### src/hw/sgc_pkg.sv
// sgc_pkg: constants shared by the host and device ends of the seek/geometry pair
// assumes both ends run on one 50 MHz clock with an active-low async reset
`default_nettype none
package sgc_pkg;
	// timing
	localparam int CLK_NS = 20;
	localparam int SEEK_NS = 2000;
	localparam int SETTLE_NS = 200;
	localparam int SAVE_NS = 100;
	localparam logic [15:0] SEEK_CYC = 16'((SEEK_NS + CLK_NS - 1) / CLK_NS);
	localparam logic [15:0] SETTLE_CYC = 16'((SETTLE_NS + CLK_NS - 1) / CLK_NS);
	localparam logic [15:0] SAVE_CYC = 16'((SAVE_NS + CLK_NS - 1) / CLK_NS);
	// task-file offsets
	localparam logic [9:0] TF_FEAT = 10'h1F1;
	localparam logic [9:0] TF_SC = 10'h1F2;
	localparam logic [9:0] TF_SN = 10'h1F3;
	localparam logic [9:0] TF_CL = 10'h1F4;
	localparam logic [9:0] TF_CH = 10'h1F5;
	localparam logic [9:0] TF_DH = 10'h1F6;
	localparam logic [9:0] TF_CMD = 10'h1F7;
	// status, error and drive/head fields
	localparam int ST_BUSY = 7;
	localparam int ST_RDY = 6;
	localparam int ST_DSC = 4;
	localparam int ST_ERR = 0;
	localparam int ER_ABRT = 2;
	localparam int ER_IDNF = 4;
	localparam int DH_LBA = 6;
	localparam int DH_DRV = 4;
	// commands
	localparam logic [3:0] CMD_SEEK_HI = 4'h7;
	localparam logic [7:0] CMD_GEO = 8'h91;
	localparam logic [7:0] GEO_BAD_SC = 8'h00;
	// geometry after power-up, the default capacity area and the drive select value
	localparam logic [7:0] DEF_SPT = 8'h3F;
	localparam logic [3:0] DEF_MAXH = 4'hF;
	localparam logic [27:0] DEF_CAP = 28'h0100000;
	localparam logic DEV_SEL = 1'b0;
	// controller registers on the AXI4-Lite side
	localparam logic [7:0] A_CTRL = 8'h00;
	localparam logic [7:0] A_CMDA = 8'h04;
	localparam logic [7:0] A_CMDB = 8'h08;
	localparam logic [7:0] A_STAT = 8'h0C;
	localparam logic [7:0] A_RES = 8'h10;
	localparam logic [7:0] A_IRQS = 8'h14;
	localparam logic [7:0] A_IRQM = 8'h18;
	localparam int CTRL_GO = 0;
	localparam int CTRL_SRST = 1;
	localparam int IRQ_DONE = 0;
	localparam int IRQ_ERR = 1;
	localparam logic [1:0] RESP_OK = 2'h0;
	localparam logic [1:0] RESP_DEC = 2'h3;
	localparam logic [2:0] LAST_IDX = 3'h5;
endpackage : sgc_pkg
`default_nettype wire

### src/hw/sgc_if.sv
// sgc_if: task-file register port between controller and drive
// assumes both ends clocked by the same clock; all signals are plain logic
`default_nettype none
interface sgc_if;
	logic [9:0] addr;
	logic [7:0] wdata;
	logic wr;
	logic rd;
	logic srst;
	logic [7:0] rdata;
	logic intrq;
	modport dev (input addr, input wdata, input wr, input rd, input srst,
		output rdata, output intrq);
	modport host (output addr, output wdata, output wr, output rd, output srst,
		input rdata, input intrq);
endinterface : sgc_if
`default_nettype wire

### src/hw/sgc_host.sv
// sgc_host: controller end; AXI4-Lite registers drive one task-file command
// assumes the drive end shares the clock; AXI master keeps one transfer per channel
`default_nettype none
module sgc_host
	import sgc_pkg::*;
(
	input wire logic clock,
	input wire logic resetn,
	input wire logic [7:0] s_axi_awaddr,
	input wire logic s_axi_awvalid,
	output logic s_axi_awready,
	input wire logic [31:0] s_axi_wdata,
	input wire logic [3:0] s_axi_wstrb,
	input wire logic s_axi_wvalid,
	output logic s_axi_wready,
	output logic [1:0] s_axi_bresp,
	output logic s_axi_bvalid,
	input wire logic s_axi_bready,
	input wire logic [7:0] s_axi_araddr,
	input wire logic s_axi_arvalid,
	output logic s_axi_arready,
	output logic [31:0] s_axi_rdata,
	output logic [1:0] s_axi_rresp,
	output logic s_axi_rvalid,
	input wire logic s_axi_rready,
	sgc_if.host tf,
	output logic irq
);
	typedef enum logic [2:0] {
		H_IDLE = 3'b000,
		H_WR = 3'b001,
		H_WAIT = 3'b010,
		H_RD = 3'b011,
		H_RGAP = 3'b100,
		H_CAP = 3'b101
	} sgc_hstate_t;

	typedef struct packed {
		sgc_hstate_t fsm;
		logic [2:0] idx;
		logic awr;
		logic bvalid;
		logic [1:0] bresp;
		logic arready;
		logic rvalid;
		logic [1:0] rresp;
		logic [31:0] rdata;
		logic [31:0] cmda;
		logic [31:0] cmdb;
		logic busy;
		logic [7:0] stat;
		logic [7:0] err;
		logic [31:0] res;
		logic [1:0] ist;
		logic [1:0] imsk;
		logic irq;
		logic [9:0] addr;
		logic [7:0] wdata;
		logic wr;
		logic rd;
		logic srst;
	} sgc_host_st_t;

	localparam sgc_host_st_t RST = '{fsm: H_IDLE, default: '0};

	function automatic logic [31:0] merge(input logic [31:0] o, input logic [31:0] d,
		input logic [3:0] s);
		logic [31:0] m;
		m = o;
		for (int i = 0; i < 4; i++) begin
			if (s[i]) m[8*i +: 8] = d[8*i +: 8];
		end
		return m;
	endfunction : merge

	sgc_host_st_t r;
	sgc_host_st_t n;
	logic [1:0] set;
	logic [1:0] clr;
	logic [7:0] wbyte;
	logic [9:0] raddr;

	always_comb begin
		n = r;
		set = '0;
		clr = '0;
		n.awr = 1'b0;
		n.arready = 1'b0;
		n.wr = 1'b0;
		n.rd = 1'b0;
		n.srst = 1'b0;
		if (r.bvalid && s_axi_bready) n.bvalid = 1'b0;
		if (r.rvalid && s_axi_rready) n.rvalid = 1'b0;
		unique case (r.idx)
			3'h0: wbyte = r.cmda[15:8];
			3'h1: wbyte = r.cmda[23:16];
			3'h2: wbyte = r.cmdb[7:0];
			3'h3: wbyte = r.cmdb[15:8];
			// geometry takes a head count and sends it as the top head index
			3'h4: wbyte = (r.cmda[7:0] == CMD_GEO) ?
				{r.cmda[31:28], 4'(r.cmdb[23:16] - 8'h1)} : r.cmda[31:24];
			default: wbyte = r.cmda[7:0];
		endcase
		unique case (r.idx)
			3'h0: raddr = TF_CMD;
			3'h1: raddr = TF_FEAT;
			3'h2: raddr = TF_SN;
			3'h3: raddr = TF_CL;
			3'h4: raddr = TF_CH;
			default: raddr = TF_DH;
		endcase
		// both address and data are taken on one edge; response follows next cycle
		if (s_axi_awvalid && s_axi_wvalid && !r.bvalid && !r.awr) begin
			n.awr = 1'b1;
			n.bvalid = 1'b1;
			n.bresp = RESP_OK;
			unique case (s_axi_awaddr)
				A_CTRL: begin
					if (s_axi_wstrb[0] && s_axi_wdata[CTRL_GO] && r.fsm == H_IDLE) begin
						n.fsm = H_WR;
						n.idx = '0;
						n.busy = 1'b1;
					end
					if (s_axi_wstrb[0] && s_axi_wdata[CTRL_SRST]) n.srst = 1'b1;
				end
				A_CMDA: n.cmda = merge(r.cmda, s_axi_wdata, s_axi_wstrb);
				A_CMDB: n.cmdb = merge(r.cmdb, s_axi_wdata, s_axi_wstrb);
				A_IRQS: if (s_axi_wstrb[0]) clr = s_axi_wdata[1:0];
				A_IRQM: if (s_axi_wstrb[0]) n.imsk = s_axi_wdata[1:0];
				A_STAT, A_RES: ;
				default: n.bresp = RESP_DEC;
			endcase
		end
		if (s_axi_arvalid && !r.rvalid && !r.arready) begin
			n.arready = 1'b1;
			n.rvalid = 1'b1;
			n.rresp = RESP_OK;
			unique case (s_axi_araddr)
				A_CTRL: n.rdata = {31'h0, r.busy};
				A_CMDA: n.rdata = r.cmda;
				A_CMDB: n.rdata = r.cmdb;
				A_STAT: n.rdata = {16'h0, r.err, r.stat};
				A_RES: n.rdata = r.res;
				A_IRQS: n.rdata = {30'h0, r.ist};
				A_IRQM: n.rdata = {30'h0, r.imsk};
				default: begin
					n.rdata = '0;
					n.rresp = RESP_DEC;
				end
			endcase
		end
		unique case (r.fsm)
			H_IDLE: ;
			H_WR: begin
				n.wr = 1'b1;
				n.addr = TF_SC + 10'(r.idx);
				n.wdata = wbyte;
				n.idx = r.idx + 3'h1;
				if (r.idx == LAST_IDX) begin
					n.fsm = H_WAIT;
					n.idx = '0;
				end
			end
			H_WAIT: if (tf.intrq) n.fsm = H_RD;
			H_RD: begin
				n.rd = 1'b1;
				n.addr = raddr;
				n.fsm = H_RGAP;
			end
			// the drive registers read data, so capture two edges later
			H_RGAP: n.fsm = H_CAP;
			H_CAP: begin
				unique case (r.idx)
					3'h0: n.stat = tf.rdata;
					3'h1: n.err = tf.rdata;
					3'h2: n.res[7:0] = tf.rdata;
					3'h3: n.res[15:8] = tf.rdata;
					3'h4: n.res[23:16] = tf.rdata;
					default: n.res[31:24] = tf.rdata;
				endcase
				n.idx = r.idx + 3'h1;
				n.fsm = H_RD;
				if (r.idx == LAST_IDX) begin
					n.fsm = H_IDLE;
					n.idx = '0;
					n.busy = 1'b0;
					set[IRQ_DONE] = 1'b1;
					set[IRQ_ERR] = r.stat[ST_ERR];
				end
			end
			default: n.fsm = H_IDLE;
		endcase
		if (n.srst) begin
			n.fsm = H_IDLE;
			n.busy = 1'b0;
		end
		// a new event beats a write-one-to-clear in the same cycle
		n.ist = (r.ist & ~clr) | set;
		n.irq = |(n.ist & n.imsk);
	end

	always_ff @(posedge clock or negedge resetn) begin
		if (!resetn) begin
			r <= RST;
		end else begin
			r <= n;
		end
	end

	assign s_axi_awready = r.awr;
	assign s_axi_wready = r.awr;
	assign s_axi_bresp = r.bresp;
	assign s_axi_bvalid = r.bvalid;
	assign s_axi_arready = r.arready;
	assign s_axi_rdata = r.rdata;
	assign s_axi_rresp = r.rresp;
	assign s_axi_rvalid = r.rvalid;
	assign tf.addr = r.addr;
	assign tf.wdata = r.wdata;
	assign tf.wr = r.wr;
	assign tf.rd = r.rd;
	assign tf.srst = r.srst;
	assign irq = r.irq;
endmodule : sgc_host
`default_nettype wire

### src/flat_wrapper.sv
// flat-port wrapper written by rule: the top's interface ports become plain ports
module sgc_host_flat import sgc_pkg::*;
  (clock, resetn, s_axi_awaddr, s_axi_awvalid, s_axi_awready, s_axi_wdata, s_axi_wstrb, s_axi_wvalid, s_axi_wready, s_axi_bresp, s_axi_bvalid, s_axi_bready, s_axi_araddr, s_axi_arvalid, s_axi_arready, s_axi_rdata, s_axi_rresp, s_axi_rvalid, s_axi_rready, irq, tf_addr, tf_wdata, tf_wr, tf_rd, tf_srst, tf_rdata, tf_intrq);
  sgc_if tf_i ();
  input wire logic clock;
  input wire logic resetn;
  input wire logic [7:0] s_axi_awaddr;
  input wire logic s_axi_awvalid;
  output logic s_axi_awready;
  input wire logic [31:0] s_axi_wdata;
  input wire logic [3:0] s_axi_wstrb;
  input wire logic s_axi_wvalid;
  output logic s_axi_wready;
  output logic [1:0] s_axi_bresp;
  output logic s_axi_bvalid;
  input wire logic s_axi_bready;
  input wire logic [7:0] s_axi_araddr;
  input wire logic s_axi_arvalid;
  output logic s_axi_arready;
  output logic [31:0] s_axi_rdata;
  output logic [1:0] s_axi_rresp;
  output logic s_axi_rvalid;
  input wire logic s_axi_rready;
  output logic irq;
  output wire logic [$bits(tf_i.addr)-1:0] tf_addr;
  output wire logic [$bits(tf_i.wdata)-1:0] tf_wdata;
  output wire logic [$bits(tf_i.wr)-1:0] tf_wr;
  output wire logic [$bits(tf_i.rd)-1:0] tf_rd;
  output wire logic [$bits(tf_i.srst)-1:0] tf_srst;
  input wire logic [$bits(tf_i.rdata)-1:0] tf_rdata;
  input wire logic [$bits(tf_i.intrq)-1:0] tf_intrq;
  assign tf_addr = tf_i.addr;
  assign tf_wdata = tf_i.wdata;
  assign tf_wr = tf_i.wr;
  assign tf_rd = tf_i.rd;
  assign tf_srst = tf_i.srst;
  assign tf_i.rdata = tf_rdata;
  assign tf_i.intrq = tf_intrq;
  sgc_host u_core (.clock(clock), .resetn(resetn), .s_axi_awaddr(s_axi_awaddr), .s_axi_awvalid(s_axi_awvalid), .s_axi_awready(s_axi_awready), .s_axi_wdata(s_axi_wdata), .s_axi_wstrb(s_axi_wstrb), .s_axi_wvalid(s_axi_wvalid), .s_axi_wready(s_axi_wready), .s_axi_bresp(s_axi_bresp), .s_axi_bvalid(s_axi_bvalid), .s_axi_bready(s_axi_bready), .s_axi_araddr(s_axi_araddr), .s_axi_arvalid(s_axi_arvalid), .s_axi_arready(s_axi_arready), .s_axi_rdata(s_axi_rdata), .s_axi_rresp(s_axi_rresp), .s_axi_rvalid(s_axi_rvalid), .s_axi_rready(s_axi_rready), .tf(tf_i), .irq(irq));
endmodule
### config.mk
export PLATFORM = sky130hd
export DESIGN_NAME = sgc_host_flat
export DESIGN_NICKNAME = d
export VERILOG_FILES = /design/src/hw/sgc_pkg.sv /design/src/hw/sgc_if.sv /design/src/hw/sgc_host.sv /design/src/flat_wrapper.sv
export SDC_FILE = /design/constraint.sdc
export NUM_CORES = 1
export LEC_CHECK = 0
export ABC_AREA = 1
export BUFFER_PORTS_ARGS = -buffer_cell sky130_fd_sc_hd__buf_2
export CORE_ASPECT_RATIO = 1.1
export CORE_MARGIN = 2
export CORE_UTILIZATION = 58
export DETAILED_ROUTE_END_ITERATION = 8
export GPL_TIMING_DRIVEN = 0
export HOLD_SLACK_MARGIN = 0.02
export PLACE_DENSITY = 0.79
export REMOVE_ABC_BUFFERS = 1
export SYNTH_ARGS = -nofsm -noshare
export SYNTH_HDL_FRONTEND = slang
export SYNTH_SLANG_ARGS = --single-unit
### constraint.sdc
create_clock -name clock -period 2.05 [get_ports clock]
set_input_delay 0.205 -clock clock [delete_from_list [all_inputs] [get_ports clock]]
set_output_delay 0.205 -clock clock [all_outputs]
set_load 0.02 [all_outputs]
After elaboration in Yosys (flattened, before gate mapping):

Index checks and enable logic that the tools add are counted.
Widths: inputs -> output; s select.

* input bits: 68
* register bits after elaboration: 185

* reductions and logical operators: 43
* mux-type cells: 44
* bitwise operators: 5
* equal/unequal tests: 23
* add/sub/neg operators: 3

Operators by type and width (count)
* $pmux 32 s7: 1
* $mux 49: 1
* $eq 8x5->1 const B: 6
* $mux 8: 6
* $pmux 8 s5: 1
* $mux 36: 1
* $eq 8x4->1 const B: 4
* $reduce_and 3->1: 9
* $mux 2: 10
* $pmux 10 s2: 1
* $mux 6: 3
* $pmux 3 s6: 1
* $eq 8x3->1 const B: 2
* $logic_not 8->1: 2
* $pmux 3 s5: 1
* $reduce_or 7->1: 2
* $eq 3x2->1 const B: 4
* $eq 3x3->1 const B: 4
* $mux 1: 12
* $reduce_and 2->1: 6
* $add 9x3->10 const A: 1
* $logic_and 1x1->1: 10
* $mux 10: 1
* $reduce_bool 3->1: 3
* 17 further kinds: 26

Logic depth before layout (Yosys ltp):

* depth after elaboration: 9
* mapped depth: 13
* mapped depth without buffers: 11

Worst setup path before layout:

No wires, ideal clock.

* kind: register to register
* start point: register u_core.r[181] (netlist name)
* end point: register u_core.r, in the netlist u_core.tf.wdata[0]
* setup slack: 281 ps
* data required time: 1984 ps
* stages on the path, launching flop included: 11
* setup time: 66 ps
* data arrival time: 1703 ps
* cell sequence: dfrtp_1 > inv_2 > buf_6 > ha_1 > clkbuf_1 > inv_1 > nand4_1 > nor2_1 > nor2_1 > nand2_1 > nand2_1

* word-level cells in the longest chain between the ends: 2
* elaborated cells on any way between the ends: 6

RTL lines
* start, declared: RTL line sgc_host.sv:76 `sgc_host_st_t r;`
* start signal, assigned: RTL line sgc_host.sv:206 `r <= n;`
* $eq 3x3->1, or another cell as far along: RTL line sgc_host.sv:94 `unique case (r.idx)`
* $pmux 8 s5 (*): RTL line sgc_host.sv:94

Every way passes the cells marked *; elsewhere a longest branch is shown, timed or not.
A chain may end at the register's enable or synchronous reset.

Final worst setup path:

* start point: register u_core.r[181] (netlist name)
* end point: register u_core.r, in the netlist u_core.tf.wdata[4]

The elaborated chain is that of the path after synthesis.

==> impl_metrics.env <==
export IMPL_outcome="finished, final reports clean"
export IMPL_synth_compound_area_frac=0.0906
export IMPL_p_seq_frac=0.434
export IMPL_firstDrtPassIters=5
export IMPL_p_int_w=0.00692
export IMPL_setup_viol_count_final=0
export IMPL_worstMarginPinSlew_ps=1380
export IMPL_initial_core_util=0.599
export IMPL_grt_overflow=0
export IMPL_rows=47
export IMPL_detail_route_antenna_nets=0
export IMPL_yosysSeqAreaShare=0.490
export IMPL_critPathKind="reg2reg"
export IMPL_start_kind="register"
export IMPL_min_period_ps=1970
export IMPL_min_path_cells=3
export IMPL_setup_tns_ps=0
export IMPL_swShare=0.343
export IMPL_clk_pin_slew_worst_paths_ps=70
export IMPL_hold_violations=0
export IMPL_drive_gt1_frac=0.180
export IMPL_finalWirelength_mm=24.2
export IMPL_peakVddDrop_v=0.000597
export IMPL_post_drt_via_cell_ratio=5.52
export IMPL_slew_viol_final=0
export IMPL_synth_seq_cells=178
export IMPL_clock_latency_ps=440
export IMPL_regToRegEndpoint="u_core.tf.wdata[4]$_DFFE_PN0P_"
export IMPL_synth_area_um2=9080
export IMPL_wire_per_inst_um=17.1
export IMPL_cts_htree_levels=4
export IMPL_hold_start="s_axi_wdata[12]"
export IMPL_synth_ff_type="dfrtp_1"
export IMPL_gp_congestion=0.929
export IMPL_fin_crit_sh=0.961
export IMPL_grt_max_degree=126
export IMPL_coreArea_um2=15200
export IMPL_diodes=0
export IMPL_min_to="u_core.r[119]$_DFFE_PN0P_"
export IMPL_cp_top_family="flip-flops"
export IMPL_fin_cells=1414
export IMPL_placedCellCount=1375
export IMPL_grt_antenna_before_repair=0
export IMPL_netlist_top_cells_area="dfrtp_1 (49%), nand2_1 (15%), nand3_1 (6.9%), buf_4 (4.7%), inv_1 (4.5%)"
export IMPL_cts_max_path_buffers=2
export IMPL_synth_cell_types=37
export IMPL_avgSynthCellArea_um2=7.95
export IMPL_async_reset_ff_frac=1.00
export IMPL_leakage_nw=5.42
export IMPL_yosysWarnings=0
export IMPL_area_growth_pct=11.4
export IMPL_io_buffers=129
export IMPL_critPathCaptureType="register"
export IMPL_grt_pass1_vias=7508
export IMPL_muxShareOfSynthArea=0
export IMPL_die_area_um2=16700
export IMPL_cp_num_cells=8
export IMPL_combPwrFrac=0.241
export IMPL_critical_path_most_common_cell="nand2_1"
export IMPL_regToRegSetupSlack_ps=80
export IMPL_cp_max_fo=14
export IMPL_total_power_w=0.0105
export IMPL_clock_sinks=178
export IMPL_finalNetCount=1278
export IMPL_fmax_ghz=0.508
export IMPL_die_w_um=123
export IMPL_die_h_um=135
export IMPL_cts_root_buffer="clkbuf_16"
export IMPL_drt_iter0_drc=830
export IMPL_maxCapViolations=0
export IMPL_grt_pass1_wl_mm=38.4
export IMPL_io_pins=131
export IMPL_drc_errors=0
export IMPL_numCtsBuffers=17
export IMPL_postLayoutCellArea_um2=10100
export IMPL_p_switching_w=0.00361
export IMPL_cp_slowest_cell="dfrtp_2"
export IMPL_path_buf_inv=2
export IMPL_yosys_area_top_type="dfrtp_1"
export IMPL_yosysTopAreaCellShare=0.490
export IMPL_synthCells=1143
export IMPL_power_density_nw_per_um2=1040
export IMPL_place_area_um2=9420
export IMPL_rr_startpoint="u_core.r[181]$_DFFE_PN0P_"
export IMPL_max_stage_delay_ps=470
export IMPL_min_path_type="in2reg"
export IMPL_synth_edf_count=0
export IMPL_r2r_cells=8
export IMPL_yosys_area_share_adder=0.00689
export IMPL_hpwlAfterDp_mm=16.3
export IMPL_cp_cell_sequence="inv_4, ha_2, inv_1, o21ai_0, nor2_1, nand2_1, nand2_1, nand2_1"
export IMPL_num_vias=7811
export IMPL_crit_required_ps=2430
export IMPL_relSlewSlack=0.0777
export IMPL_crit_arrival_ps=2350
export IMPL_cts_tree="done"
export IMPL_clockPowerShare=0.325
export IMPL_synth_top_family_by_area="simple AND/OR/NAND/NOR gates"
export IMPL_synth_xor_area_frac=0.000964
export IMPL_skew_ps=11.5
export IMPL_grt_use_total=0.302
export IMPL_yosys_area_share_simple=0.289
## power by group through the flow
| stage | Sequential (W) | Clock, W | Combinational [W] |
|---|---|---|---|
| global placement | 0.00458 | 0 | 0.00235 |
| detailed placement | 0.00461 | 0 | 0.00247 |
| CTS | 0.00455 | 0.00344 | 0.00252 |
| floorplan | 0.00468 | 0 | 0.00154 |
| global route | 0.00463 | 0.00358 | 0.00282 |
| finish | 0.00457 | 0.00342 | 0.00254 |
## cells in the final DEF (no fill, tap or decap), types with 4 or more instances in the layout
cell type      Yosys  layout
o21ai_1           53      53
a21oi_1            8       8
ha_1               5       4
nand2_1          360     360
nor2_1            53      51
o21ai_0           80      80
nand3_1          125     125
dlygate4sd3_1      0       5
inv_2              5       4
nand2_4            5       5
nor2_4             5       8
buf_2             22     128
clkinv_4           0       4
dfrtp_1          178     175
clkbuf_16          0      17
nand2_2           10      10
nand4_1           17      17
inv_1            108     108
o21ai_2            8       8
## per-layer routing
metal  wire length [um]  share of wire  global-route usage
met1              10100           0.42               0.404
met2              11600           0.48               0.486
met3               1910          0.079              0.0543
met4                597          0.025               0.120
met5                  0              0                   0
## worst max-delay path by stage
stage                                    endpoint                             from  slack (ps)
2_1_floorplan  u_core.s_axi_rdata[16]$_DFFE_PN0P_                  s_axi_araddr[5]       -1460
3_3_place_gp   u_core.s_axi_rdata[16]$_DFFE_PN0P_                  s_axi_araddr[5]       -4110
3_5_place_dp    u_core.s_axi_rresp[0]$_DFFE_PN0P_  u_core.s_axi_rvalid$_DFFE_PN0P_        -740
4_1_cts            u_core.tf.wdata[4]$_DFFE_PN0P_        u_core.r[181]$_DFFE_PN0P_          20
5_1_grt            u_core.tf.wdata[2]$_DFFE_PN0P_        u_core.r[179]$_DFFE_PN0P_          -1
6_report           u_core.tf.wdata[4]$_DFFE_PN0P_        u_core.r[181]$_DFFE_PN0P_          80
## per-stage QoR
step	worst slack, ps	util	hold slack (ps)
2_1_floorplan	-1460	-	-90.6
3_3_place_gp	-4110	0.614	384
3_5_place_dp	-741	0.621	153
4_1_cts	23.3	0.666	21.1
5_1_grt	-1.28	0.667	28.3
6_report	79.7	0.667	24.0
## layout make-up
| cell class | instances | area, um2 |
|---|---|---|
| sequential | 178 | 4460 |
| timing repair buffer | 138 | 788 |
| tap | 196 | 245 |
| clock buffer | 19 | 443 |
| clock inverter | 13 | 175 |
| fill | 1322 | 5050 |
| multi-input combinational | 754 | 3560 |
| inverter | 116 | 447 |
## worst min-delay path, cell delays in order
cell and delay, ps:
buf_2 100, inv_1 60, o21ai_1 60
## synthesized netlist by cell type, types with 9 or more instances
cell,number
buf_2,22
buf_4,57
clkbuf_1,9
dfrtp_1,178
inv_1,108
nand2_1,360
nand2_2,10
nand3_1,125
nand4_1,17
nor2_1,53
o21ai_0,80
o21ai_1,53
## flip-flops by register name, summed over array words and instances, names as in the netlist
name / flops
u_core.s_axi_awready: 1
u_core.s_axi_rresp: 1
u_core.s_axi_rdata: 32
u_core.r: 123
u_core.tf.rd: 1
u_core.s_axi_bvalid: 1
u_core.tf.wr: 1
u_core.s_axi_arready: 1
u_core.tf.wdata: 8
u_core.irq: 1
u_core.s_axi_rvalid: 1
u_core.s_axi_bresp: 1
u_core.tf.srst: 1
u_core.tf.addr: 5
## cell families after synthesis
family,after synthesis
AO/OA/AOI/OAI,155
adder cells (fa/ha/maj),5
XOR/XNOR,1
AND/OR/NAND/NOR,591
buffers and inverters,212
flip-flops,178
other,1
## timing repair
action                                 in CTS  in global routing
gates resized for setup                     4                  5
endpoints found under the hold margin      57                  0
pin swaps                                   0                  2
hold buffers                                5                  0
gates cloned                                0                  1
buffers inserted                            0                  1
setup endpoints to repair                  41                 20
(Power assumes the default switching activity.)
